## config.mk

```make
export PLATFORM = sky130hd
export DESIGN_NAME = ssw_supervisor
export DESIGN_NICKNAME = d
export VERILOG_FILES = /design/src/logic/ssw_debounce.v /design/src/logic/ssw_supervisor.v /design/src/logic/ssw_sync2.v
export VERILOG_INCLUDE_DIRS = /design/src /design/src/inc
export SDC_FILE = /design/constraint.sdc
export NUM_CORES = 1
export LEC_CHECK = 0
export ABC_AREA = 1
export BUFFER_PORTS_ARGS = -buffer_cell sky130_fd_sc_hd__buf_2
export CORE_ASPECT_RATIO = 1.25
export CORE_MARGIN = 3
export CORE_UTILIZATION = 62
export CTS_BUF_LIST = sky130_fd_sc_hd__clkbuf_4 sky130_fd_sc_hd__clkbuf_8
export DETAILED_ROUTE_END_ITERATION = 10
export MAX_ROUTING_LAYER = met4
export PLACE_DENSITY = 0.89
export SLEW_MARGIN = 20
export SYNTH_ARGS = -nofsm -noshare
export SYNTH_HDL_FRONTEND = slang
export SYNTH_SLANG_ARGS = --single-unit
```

## constraint.sdc

```tcl
create_clock -name i_core_clk -period 6.9 [get_ports i_core_clk]
set_input_delay 1.38 -clock i_core_clk [delete_from_list [all_inputs] [get_ports i_core_clk]]
set_output_delay 1.38 -clock i_core_clk [all_outputs]
set_load 0.005 [all_outputs]
```

## src/inc/ssw_defines.vh

```
// Constants for the supply supervisor and watchdog block.
// Assumes a 100 MHz core clock; millisecond times are converted to cycles in the module parameter defaults.
`ifndef SSW_DEFINES_VH
`define SSW_DEFINES_VH

// ----------------------------------------------------------------------
// Clock and counter width
// ----------------------------------------------------------------------
`define SSW_CYC_PER_MS 100000
`define SSW_CNT_W 32
`define SSW_CNT_ZERO 32'h0000_0000
`define SSW_CNT_ONE 32'h0000_0001

// ----------------------------------------------------------------------
// Internal oscillator timing, in milliseconds
// ----------------------------------------------------------------------
`define SSW_FIRST_PERIOD_MS 2700
`define SSW_SHORT_PERIOD_MS 170
`define SSW_PULSE_MS 85
`define SSW_MIN_STRETCH_MS 50
`define SSW_DEBOUNCE_MS 10

// ----------------------------------------------------------------------
// External clock timing, in ticks of the timing source
// ----------------------------------------------------------------------
`define SSW_EXT_FIRST_TICKS 32'd20480
`define SSW_EXT_LATER_TICKS 32'd5120
`define SSW_EXT_PULSE_TICKS 32'd641

// ----------------------------------------------------------------------
// Reset values of single-bit state
// ----------------------------------------------------------------------
`define SSW_BIT_CLR 1'b0
`define SSW_BIT_SET 1'b1
// Synchroniser reset levels: supply failing, kick idle high, kick pin
// connected, timing input low, reset pin released high.
`define SSW_SYNC_RST_LEVELS 5'h19

`endif

```

## src/logic/ssw_debounce.v

```verilog
// Pushbutton debouncer producing a one-cycle pulse on a settled press.
// Assumes a synchronised input level; low means pressed.
`timescale 1ns/1ns
`include "ssw_defines.vh"

module ssw_debounce #(
    parameter [`SSW_CNT_W-1:0] STABLE_CYCLES = `SSW_DEBOUNCE_MS * `SSW_CYC_PER_MS
) (
    // Clock and reset
    input wire i_core_clk,
    input wire i_reset,
    // Button level and press pulse
    input wire i_level,
    output reg o_press
);

    reg stable_reg;
    reg [`SSW_CNT_W-1:0] cnt_reg;

    // A new level is accepted only after it has held for the whole window.
    always @(posedge i_core_clk) begin
        if (i_reset) begin
            stable_reg <= `SSW_BIT_SET;
            cnt_reg <= `SSW_CNT_ZERO;
            o_press <= `SSW_BIT_CLR;
        end else begin
            o_press <= `SSW_BIT_CLR;
            if (i_level == stable_reg) begin
                cnt_reg <= `SSW_CNT_ZERO;
            end else if (cnt_reg + `SSW_CNT_ONE >= STABLE_CYCLES) begin
                cnt_reg <= `SSW_CNT_ZERO;
                stable_reg <= i_level;
                o_press <= ~i_level;
            end else begin
                cnt_reg <= cnt_reg + `SSW_CNT_ONE;
            end
        end
    end

endmodule // ssw_debounce

```

## src/logic/ssw_supervisor.v

```verilog
// Supply supervisor with reset stretch, watchdog and memory write protect.
// Assumes an external comparator supplies the supply-below-trip level and
// that all pin inputs are sampled by the 100 MHz core clock.
`timescale 1ns/1ns
`include "ssw_defines.vh"

// Operation
// Supply below trip point drives threshold flag and both resets active.
// Threshold flag releases as soon as supply rises, no stretch wait.
// Power-up reset stays active at least 50 ms after trip level.
// No kick for a whole period drives expired flag and resets active.
// Watchdog counting starts when both resets go inactive.
// Falling kick edge before timeout clears count and restarts period.
// Processor must kick within the minimum watchdog period.
// Expired flag is latched active low once a full period completes.
// Falling kick edge releases the expired flag and clears the count.
// Unconnected kick input disables watchdog and releases expired flag.
// Expired flag is held low while supply is below trip point.
// Watchdog is disabled as soon as supply reaches trip point.
// Timing source select chooses internal or external time base.
// Power-fail output is active high with resets while out of tolerance.
// Memory select output forced inactive while out of tolerance.
// Debounced pushbutton on the reset pin is an external reset request.
// External clock: first period 20480, later 5120, pulse 641 clocks.
// Internal: first 2.7 s, pulse 85 ms, later 170 ms or 2.7 s.
// Supply result and kick are synchronised in two stages first.
// Press starts a full reset pulse, then watchdog uses first period.
module ssw_supervisor #(
    parameter [`SSW_CNT_W-1:0] FIRST_CYCLES = `SSW_FIRST_PERIOD_MS * `SSW_CYC_PER_MS,
    parameter [`SSW_CNT_W-1:0] SHORT_CYCLES = `SSW_SHORT_PERIOD_MS * `SSW_CYC_PER_MS,
    parameter [`SSW_CNT_W-1:0] PULSE_CYCLES = `SSW_PULSE_MS * `SSW_CYC_PER_MS,
    parameter [`SSW_CNT_W-1:0] MIN_STRETCH_CYCLES = `SSW_MIN_STRETCH_MS * `SSW_CYC_PER_MS,
    parameter [`SSW_CNT_W-1:0] DEBOUNCE_CYCLES = `SSW_DEBOUNCE_MS * `SSW_CYC_PER_MS
) (
    // Clock and reset
    input wire i_core_clk,
    input wire i_reset,
    // Supply comparison
    input wire i_supply_below_trip,
    // Timing source
    input wire i_timing_source_select,
    input wire i_timing_source_input,
    // Watchdog kick
    input wire i_watchdog_kick_n,
    input wire i_watchdog_kick_open,
    // Open-drain active-low reset pin
    input wire i_reset_pin,
    output wire o_reset_pin_out,
    output reg o_reset_pin_oe_n,
    // Active-high reset and status flags
    output reg o_reset,
    output reg o_supply_below_threshold_flag_n,
    output reg o_power_fail_flag,
    output reg o_watchdog_expired_flag_n,
    // Memory chip select
    input wire i_memory_select_in_n,
    output reg o_memory_select_out_n
);

    // ------------------------------------------------------------------
    // States
    // ------------------------------------------------------------------
    localparam [2:0] ST_FAIL = 3'h1;
    localparam [2:0] ST_PULSE = 3'h2;
    localparam [2:0] ST_RUN = 3'h4;

    // Selects the external or internal figure for a time base limit.
    function [`SSW_CNT_W-1:0] ssw_pick;
        input ext;
        input [`SSW_CNT_W-1:0] ext_val;
        input [`SSW_CNT_W-1:0] int_val;
        begin
            ssw_pick = ext ? ext_val : int_val;
        end
    endfunction

    // ------------------------------------------------------------------
    // Input synchronisation
    // ------------------------------------------------------------------
    wire [4:0] sync_bus;
    wire below_sync;
    wire kick_sync;
    wire open_sync;
    wire src_sync;
    wire pin_sync;
    reg kick_prev_reg;
    reg src_prev_reg;

    // The synchroniser resets to a failing supply and idle pins, so that
    // no false supply release or kick edge follows reset.
    ssw_sync2 #(
        .WIDTH(5),
        .RESET_VALUE(`SSW_SYNC_RST_LEVELS)
    ) u_sync (
        .i_core_clk(i_core_clk),
        .i_reset(i_reset),
        .i_async({i_supply_below_trip, i_watchdog_kick_n, i_watchdog_kick_open,
                  i_timing_source_input, i_reset_pin}),
        .o_sync(sync_bus)
    );

    assign below_sync = sync_bus[4];
    assign kick_sync = sync_bus[3];
    assign open_sync = sync_bus[2];
    assign src_sync = sync_bus[1];
    assign pin_sync = sync_bus[0];

    always @(posedge i_core_clk) begin
        if (i_reset) begin
            kick_prev_reg <= `SSW_BIT_SET;
            src_prev_reg <= `SSW_BIT_CLR;
        end else begin
            kick_prev_reg <= kick_sync;
            src_prev_reg <= src_sync;
        end
    end

    // ------------------------------------------------------------------
    // Time base
    // ------------------------------------------------------------------
    // Timing source select low picks the external clock, whose rising
    // edges are the ticks; the internal base ticks every core cycle.
    wire ext_mode;
    wire tick;
    wire kick_fall;
    wire [`SSW_CNT_W-1:0] pulse_limit;
    wire [`SSW_CNT_W-1:0] later_int;
    wire [`SSW_CNT_W-1:0] wd_limit;
    reg first_reg;

    assign ext_mode = ~i_timing_source_select;
    assign tick = ext_mode ? (src_sync & ~src_prev_reg) : `SSW_BIT_SET;
    assign kick_fall = kick_prev_reg & ~kick_sync;
    assign pulse_limit = ssw_pick(ext_mode, `SSW_EXT_PULSE_TICKS, PULSE_CYCLES);
    assign later_int = i_timing_source_input ? FIRST_CYCLES : SHORT_CYCLES;
    assign wd_limit = first_reg ? ssw_pick(ext_mode, `SSW_EXT_FIRST_TICKS, FIRST_CYCLES)
                                : ssw_pick(ext_mode, `SSW_EXT_LATER_TICKS, later_int);

    // ------------------------------------------------------------------
    // Pushbutton
    // ------------------------------------------------------------------
    // Our own drive of the pin is masked so that it is never taken for a
    // press; the debounce window also hides the pin's slow release.
    wire press;
    reg [2:0] state_reg;

    ssw_debounce #(
        .STABLE_CYCLES(DEBOUNCE_CYCLES)
    ) u_debounce (
        .i_core_clk(i_core_clk),
        .i_reset(i_reset),
        .i_level(pin_sync | (state_reg != ST_RUN)),
        .o_press(press)
    );

    // ------------------------------------------------------------------
    // Sequencer
    // ------------------------------------------------------------------
    reg [2:0] state_next;
    reg [`SSW_CNT_W-1:0] cnt_reg;
    reg [`SSW_CNT_W-1:0] cnt_next;
    reg [`SSW_CNT_W-1:0] min_reg;
    reg [`SSW_CNT_W-1:0] min_next;
    reg power_up_reg;
    reg power_up_next;
    reg first_next;
    reg wds_reg;
    reg wds_next;
    wire pulse_done;
    wire min_done;

    assign pulse_done = tick && (cnt_reg + `SSW_CNT_ONE >= pulse_limit);
    assign min_done = ~power_up_reg || (min_reg >= MIN_STRETCH_CYCLES);

    always @* begin
        state_next = state_reg;
        cnt_next = cnt_reg;
        min_next = min_reg;
        power_up_next = power_up_reg;
        first_next = first_reg;
        wds_next = wds_reg;
        case (state_reg)
            ST_FAIL: begin
                cnt_next = `SSW_CNT_ZERO;
                min_next = `SSW_CNT_ZERO;
                power_up_next = `SSW_BIT_SET;
                first_next = `SSW_BIT_SET;
                if (!below_sync) begin
                    state_next = ST_PULSE;
                end
            end
            ST_PULSE: begin
                if (power_up_reg && !min_done) begin
                    min_next = min_reg + `SSW_CNT_ONE;
                end
                if (tick && !pulse_done) begin
                    cnt_next = cnt_reg + `SSW_CNT_ONE;
                end
                if (pulse_done || cnt_reg >= pulse_limit) begin
                    cnt_next = pulse_limit;
                end
                if ((pulse_done || cnt_reg >= pulse_limit) && min_done) begin
                    state_next = ST_RUN;
                    cnt_next = `SSW_CNT_ZERO;
                    power_up_next = `SSW_BIT_CLR;
                end
            end
            ST_RUN: begin
                if (open_sync) begin
                    cnt_next = `SSW_CNT_ZERO;
                    wds_next = `SSW_BIT_CLR;
                end else if (kick_fall) begin
                    cnt_next = `SSW_CNT_ZERO;
                    first_next = `SSW_BIT_CLR;
                    wds_next = `SSW_BIT_CLR;
                end else if (tick) begin
                    if (cnt_reg + `SSW_CNT_ONE >= wd_limit) begin
                        wds_next = `SSW_BIT_SET;
                        state_next = ST_PULSE;
                        cnt_next = `SSW_CNT_ZERO;
                        first_next = `SSW_BIT_SET;
                    end else begin
                        cnt_next = cnt_reg + `SSW_CNT_ONE;
                    end
                end
                if (press) begin
                    state_next = ST_PULSE;
                    cnt_next = `SSW_CNT_ZERO;
                    first_next = `SSW_BIT_SET;
                end
            end
            default: begin
                state_next = ST_FAIL;
            end
        endcase
        if (open_sync) begin
            wds_next = `SSW_BIT_CLR;
        end
        if (below_sync) begin
            state_next = ST_FAIL;
        end
    end

    always @(posedge i_core_clk) begin
        if (i_reset) begin
            state_reg <= ST_FAIL;
            cnt_reg <= `SSW_CNT_ZERO;
            min_reg <= `SSW_CNT_ZERO;
            power_up_reg <= `SSW_BIT_SET;
            first_reg <= `SSW_BIT_SET;
            wds_reg <= `SSW_BIT_CLR;
        end else begin
            state_reg <= state_next;
            cnt_reg <= cnt_next;
            min_reg <= min_next;
            power_up_reg <= power_up_next;
            first_reg <= first_next;
            wds_reg <= wds_next;
        end
    end

    // ------------------------------------------------------------------
    // Outputs
    // ------------------------------------------------------------------
    // The reset outputs are registered from the next state so they change in
    // the same cycle as the sequencer, with no decode glitches.
    assign o_reset_pin_out = `SSW_BIT_CLR;

    always @(posedge i_core_clk) begin
        if (i_reset) begin
            o_reset <= `SSW_BIT_SET;
            o_reset_pin_oe_n <= `SSW_BIT_CLR;
            o_supply_below_threshold_flag_n <= `SSW_BIT_CLR;
            o_power_fail_flag <= `SSW_BIT_SET;
            o_watchdog_expired_flag_n <= `SSW_BIT_CLR;
            o_memory_select_out_n <= `SSW_BIT_SET;
        end else begin
            o_reset <= (state_next != ST_RUN);
            o_reset_pin_oe_n <= (state_next == ST_RUN);
            o_supply_below_threshold_flag_n <= ~below_sync;
            o_power_fail_flag <= below_sync;
            o_watchdog_expired_flag_n <= ~(wds_next | below_sync);
            o_memory_select_out_n <= below_sync | i_memory_select_in_n;
        end
    end

endmodule // ssw_supervisor

```

## src/logic/ssw_sync2.v

```verilog
// Two-stage synchroniser for a group of level inputs.
// Assumes the inputs change slowly relative to the core clock.
`timescale 1ns/1ns
`include "ssw_defines.vh"

module ssw_sync2 #(
    parameter WIDTH = 5,
    parameter [WIDTH-1:0] RESET_VALUE = {WIDTH{`SSW_BIT_CLR}}
) (
    // Clock and reset
    input wire i_core_clk,
    input wire i_reset,
    // Levels
    input wire [WIDTH-1:0] i_async,
    output wire [WIDTH-1:0] o_sync
);

    reg [WIDTH-1:0] stage1_reg;
    reg [WIDTH-1:0] stage2_reg;

    // The first stage is read by the second stage only.
    always @(posedge i_core_clk) begin
        if (i_reset) begin
            stage1_reg <= RESET_VALUE;
            stage2_reg <= RESET_VALUE;
        end else begin
            stage1_reg <= i_async;
            stage2_reg <= stage1_reg;
        end
    end

    assign o_sync = stage2_reg;

endmodule // ssw_sync2

```

---- Yosys cells after proc, flatten, opt, wreduce, memory -nomap -nowiden ----
Cells that the tools add are included.
cells by class
  muxes and demuxes ....................... 38
  $add $sub $neg .......................... 3
  eq/ne operators ......................... 14
  $lt $le $gt $ge ......................... 5
  bitwise gates (word level) .............. 13
  reductions and logical operators ........ 18
operators with widths
  kind                   count
  $mux 32                9
  $mux 29                4
  $add 32x1->32 const B  3
  $pmux 32 s3            1
  $ge 32x24->1           2
  $pmux 32 s2            1
  $ge 32x20->1 const B   1
  $ge 32x23->1 const B   1
  $ge 32x29->1           1
  $mux 24                1
  $mux 3                 7
  $mux 1                 12
  $pmux 3 s3             1
  $ne 4x3->1 const B     2
  $not 1->1              8
  $eq 3x3->1 const B     2
  $ne 3x3->1 const B     2
  $reduce_and 2->1       3
  $reduce_or 3->1        2
  $ne 5x3->1 const B     1
  $logic_and 1x1->1      4
  $ne 2x2->1 const B     2
  $ne 4x4->1 const B     1
  $pmux 1 s2             2
  12 further kinds       18
storage, ports and cells
  register bits after elaboration ......... 122
  bits of input ports ..................... 9

---- Longest topological paths before layout ----
  depth in word-level cells ............... 12
  gate-level depth with buffers ........... 23

---- Modules after synthesis ----
A second synthesis with hierarchy kept.
unflattened totals
  cells, all modules ...................... 1208
  area total of the unflattened synthesis .. 7946.4 sq um
by module, submodules not included
  module          area each (sq um)  cells an instance  sequential area each (sq um)  instances
  ssw_supervisor  5645.4             871                1561.5                        1
  ssw_debounce    2019.4             306                680.7                         1
  ssw_sync2       281.5              31                 200.2                         1

---- Least setup slack after synthesis ----
Ideal clock, no wire load.
  path type ............................... input-to-reg
  start point ............................. input port i_timing_source_select
  end point ............................... register cnt_reg[23]
  library setup time ...................... 0.073 ns
  stages .................................. 16
  buffers on the path ..................... 2
  setup slack ............................. 3.184 ns
  arrival time ............................ 3.643 ns
  cell sequence ........................... inv_1 ha_1 inv_1 nor3_1 nand2_1 nor2_1 nand2_1 nand3_1 nor2_1 nand2_1 o221ai_1 a21oi_1 buf_2 buf_2 nand3_1 a21oi_1
between the ends
  cells in the longest elaborated chain, start to end .. 9
  elaborated cells on any way between the ends .. 24
  those cells by class .................... order compare (3); eq/ne (2); mux (13); reduce/logical (6)
RTL lines
  what                  RTL line              source
  from (decl)           ssw_supervisor.v:41   input wire i_timing_source_select,
  $mux 29               ssw_supervisor.v:73   ssw_pick = ext ? ext_val : int_val;
  $mux 29               ssw_supervisor.v:136  assign wd_limit = first_reg ? ssw_pick(ext_mode, `SSW_EXT_FIRST_TICKS, FIRST_CYCLES)
  $ge 32x29->1          ssw_supervisor.v:217  if (cnt_reg + `SSW_CNT_ONE >= wd_limit) begin
  $mux 32               ssw_supervisor.v:217
  $mux 32               ssw_supervisor.v:216  end else if (tick) begin
  $mux 32               ssw_supervisor.v:212  end else if (kick_fall) begin
  $mux 32               ssw_supervisor.v:209  if (open_sync) begin
  $mux 32               ssw_supervisor.v:226  if (press) begin
  $pmux 32 s3           ssw_supervisor.v:182  case (state_reg)
  to (signal assigned)  ssw_supervisor.v:247  cnt_reg <= `SSW_CNT_ZERO;
  to (signal assigned)  ssw_supervisor.v:254  cnt_reg <= cnt_next;
  to (decl)             ssw_supervisor.v:160  reg [`SSW_CNT_W-1:0] cnt_reg;
Parallel ways exist; a longest one is shown, timed or not. The select of a mux whose other input is x is not followed.
A chain may end at the register's enable or synchronous reset.

---- Worst setup path after layout ----
Same ends and word-level chain as after synthesis.

==> qor.yml <==
logic_synthesis:
  synthCells: 1170
  yosysSeqAreaShare_pct: 31.62
  synth_area_mm2: 0.007725
  synth_edf_count: 0
  avgSynthCellArea_um2: 6.602
  ys_top_cells_by_area: "dfxtp_1 32%, nand2_1 14%, nor2_1 7.7%"
  synth_compound_area_share_pct: 7.953
  yosys.area_share.simple_pct: 40.22
  synth-xor-area-share_pct: 4.875
  synth_ff_type: "dfxtp_1"
  yosysWarningCount: 0
  synthAdderAreaFrac_pct: 6.317
  netlist-cell-type-count: 46
  yosys.area.top_type: "dfxtp_1"
  synth_top_area_share_pct: 31.62
  synthMuxAreaShare_pct: 0
  synth_top_family_by_area: "simple AND/OR/NAND/NOR gates"
  synth-seq-cells: 122
  async_flop_share_pct: 0
placed_design:
  place_area_mm2: 0.007955
  hpwl_mm: 13.62
  detailedPlace.worstSlack_ns: 2.618
  gp_congestion: 1.012
  io_buffers: 14
worst_setup_path:
  cp_max_fo: 23
  required_ns: 7.28
  ff2ff_path_depth: 18
  arrival_ns: 4.28
  cp-start-kind: "primary input"
  endpoint_kind: "flip-flop"
  crit_type: "in -> reg"
drt:
  ant_nets: 0
  drc: 0
  wl_per_cell_um: 13.61
  via_count: 7611
  firstDrtPassIters: 6
  first_iter_violations: 601
  wirelength_mm: 18.63
  drt-vias-per-instance: 5.560
clock_tree:
  post_cts_buffers: 0
  numCtsBuffers: 17
  clk_latency_ns: 0.45
  cts_tree: "built"
  htreeDepth: 4
  cts_resized: 0
  cts-root-buf: "clkbuf_8"
  clkTransAtPathRegs_ns: 0.08
  clock-sinks: 122
  cts.path.max_buffers: 2
  holdBufCountCts: 0
status:
  outcome: "complete, no violations"
timing:
  setup_ws_ns: 2.994
  max_freq_mhz: 256.0
  slew_violations: 0
  grt_setup_unrepaired: "false"
  tns_ns: 0
  tightest_slew_ns: 0.8268
  layout_min_cycle_time_ns: 3.906
  finalSetupViolCount: 0
  finClkSkew_ns: 0.01439
  hold_violations: 0
  fin_crit_sh_pct: 56.61
  maxSlewHeadroom_pct: 44.82
  holdWs_ns: 0.4043
die:
  die_area_mm2: 0.01384
  core_mm2: 0.01189
  rows: 44
  io-pin-count: 16
  start_util_pct: 64.96
  die_h_um: 130.8
  fp.dieW_um: 105.8
global_route:
  grt_start_max_net_pins: 62
  overflow: 0
  first_global_vias: 7128
  antenna_found_initial: 0
  gr-usage-all-layers_pct: 28.44
  grt_first_pass_wirelength_mm: 30.91
pwr:
  power_density_mw_per_mm2: 169.4
  ir_drop_mv: 0.1508
  p_clk_share_pct: 45.2
  swShare_pct: 24.73
  netSwitchingPower_w: 0.0003498
  p_leak_nw: 3.539
  seqPwrFrac_pct: 50.7
  internal-power_w: 0.001065
  combPwrFrac_pct: 4.1
cells_and_area:
  final_layout_size_suffix_gt1_share_pct: 9.520
  area.sequential_mm2: 0.002442
  nets: 1243
  fillCellCount: 1000
  fin_util_pct: 70.24
  fin_area_mm2: 0.008353
  n_antenna_cell: 0
  multiInputGateArea_mm2: 0.004644
  syn2layout_area_growth_pct: 8.131
worst_hold_path:
  hold_path.class: "reg -> reg"
  min_path_cells: 2
run:
  drv_cap: 0
[final cells by class]
type | instances | area share [%]
Clock buffer | 19 | 3.056
Multi-Input combinational cell | 885 | 55.60
Inverter | 151 | 6.786
Tap cell | 161 | 2.412
Timing Repair Buffer | 18 | 1.198
Sequential cell | 122 | 29.24
Clock inverter | 13 | 1.708
[stage by stage]
step | power, W | std cells
after floorplan | 0.0007733 | 1182
after global placement | 0.0007877 | 1337
after detailed placement | 0.0007893 | 1337
after CTS | 0.001420 | 1369
after global routing | 0.001457 | 1369
final | 0.001415 | 1369
[cells in the final DEF (no fill, tap or decap), types with 11 or more instances in the layout]
| cell | instances |
|---|---|
| nand2_1 | 298 |
| nor2_1 | 159 |
| inv_1 | 147 |
| dfxtp_1 | 122 |
| nand3_1 | 86 |
| a21oi_1 | 58 |
| nor3_1 | 42 |
| ha_1 | 39 |
| xor2_1 | 30 |
| nand4_1 | 27 |
| o21ai_0 | 24 |
| clkbuf_8 | 18 |
| buf_2 | 14 |
| xnor2_1 | 13 |
| nand3_2 | 13 |
| conb_1 | 13 |
| a21oi_2 | 11 |
[synth_stat cells, drive strengths merged, types with 2 or more instances]
cell type,count
and3,2
nor2,173
xnor2,13
a211oi,4
buf,12
clkbuf,12
nand3b,7
nand2,309
clkinv,2
nor4,7
nand4,28
or2,8
ha,39
nand3,100
xor2,30
nor3,45
inv,149
a21oi,69
o21bai,4
o21ai,25
dfxtp,122
[power by group through the flow]
stage               registers, W  logic [W]  clock network (W)
floorplan               0.000732  0.0000412                  0
global placement        0.000733  0.0000547                  0
detailed placement      0.000733  0.0000561                  0
CTS                     0.000717  0.0000571           0.000646
global route            0.000718  0.0000654           0.000675
finish                  0.000717  0.0000580           0.000640
[logic make-up after synthesis]
group,Yosys count
AO/OA/AOI/OAI,108
XOR/XNOR,43
adder cells (fa/ha/maj),39
buffers and inverters,175
flip-flops,122
other,1
AND/OR/NAND/NOR,682
[critical path, cell delays in order]
cell and delay [ns]:
buf_2 0.17, inv_1 0.39, nor3_1 0.43, inv_1 0.14, ha_1 0.33, nand2_1 0.08, a21oi_1 0.06, a211oi_1 0.17
inv_1 0.06, nor2_1 0.12, nor2_1 0.08, nor2_4 0.23, nand3_4 0.15, nand3b_1 0.23, nand3_1 0.11, a21oi_1 0.14
[layer usage]
metal / global-route usage, % / up-vias / part of all wire (%)
met4: 15.78 / 0 / 4.5
met5: - / - / 0
met1: 31.65 / 3426 / 41
met2: 48.87 / 290 / 49
li1: - / 3809 / -
met3: 4.717 / 86 / 5.9
[worst paths after layout]
kind	start	endpoint	slack, ns
max reg2reg	cnt_reg[0]	cnt_reg[23]	3.20
max	i_timing_source_select	cnt_reg[23]	2.99
min	u_sync.stage1_reg[1]	u_sync.o_sync[1]	0.40
min reg2reg	u_sync.stage1_reg[1]	u_sync.o_sync[1]	0.40
Power figures use the tool's default switching activity.
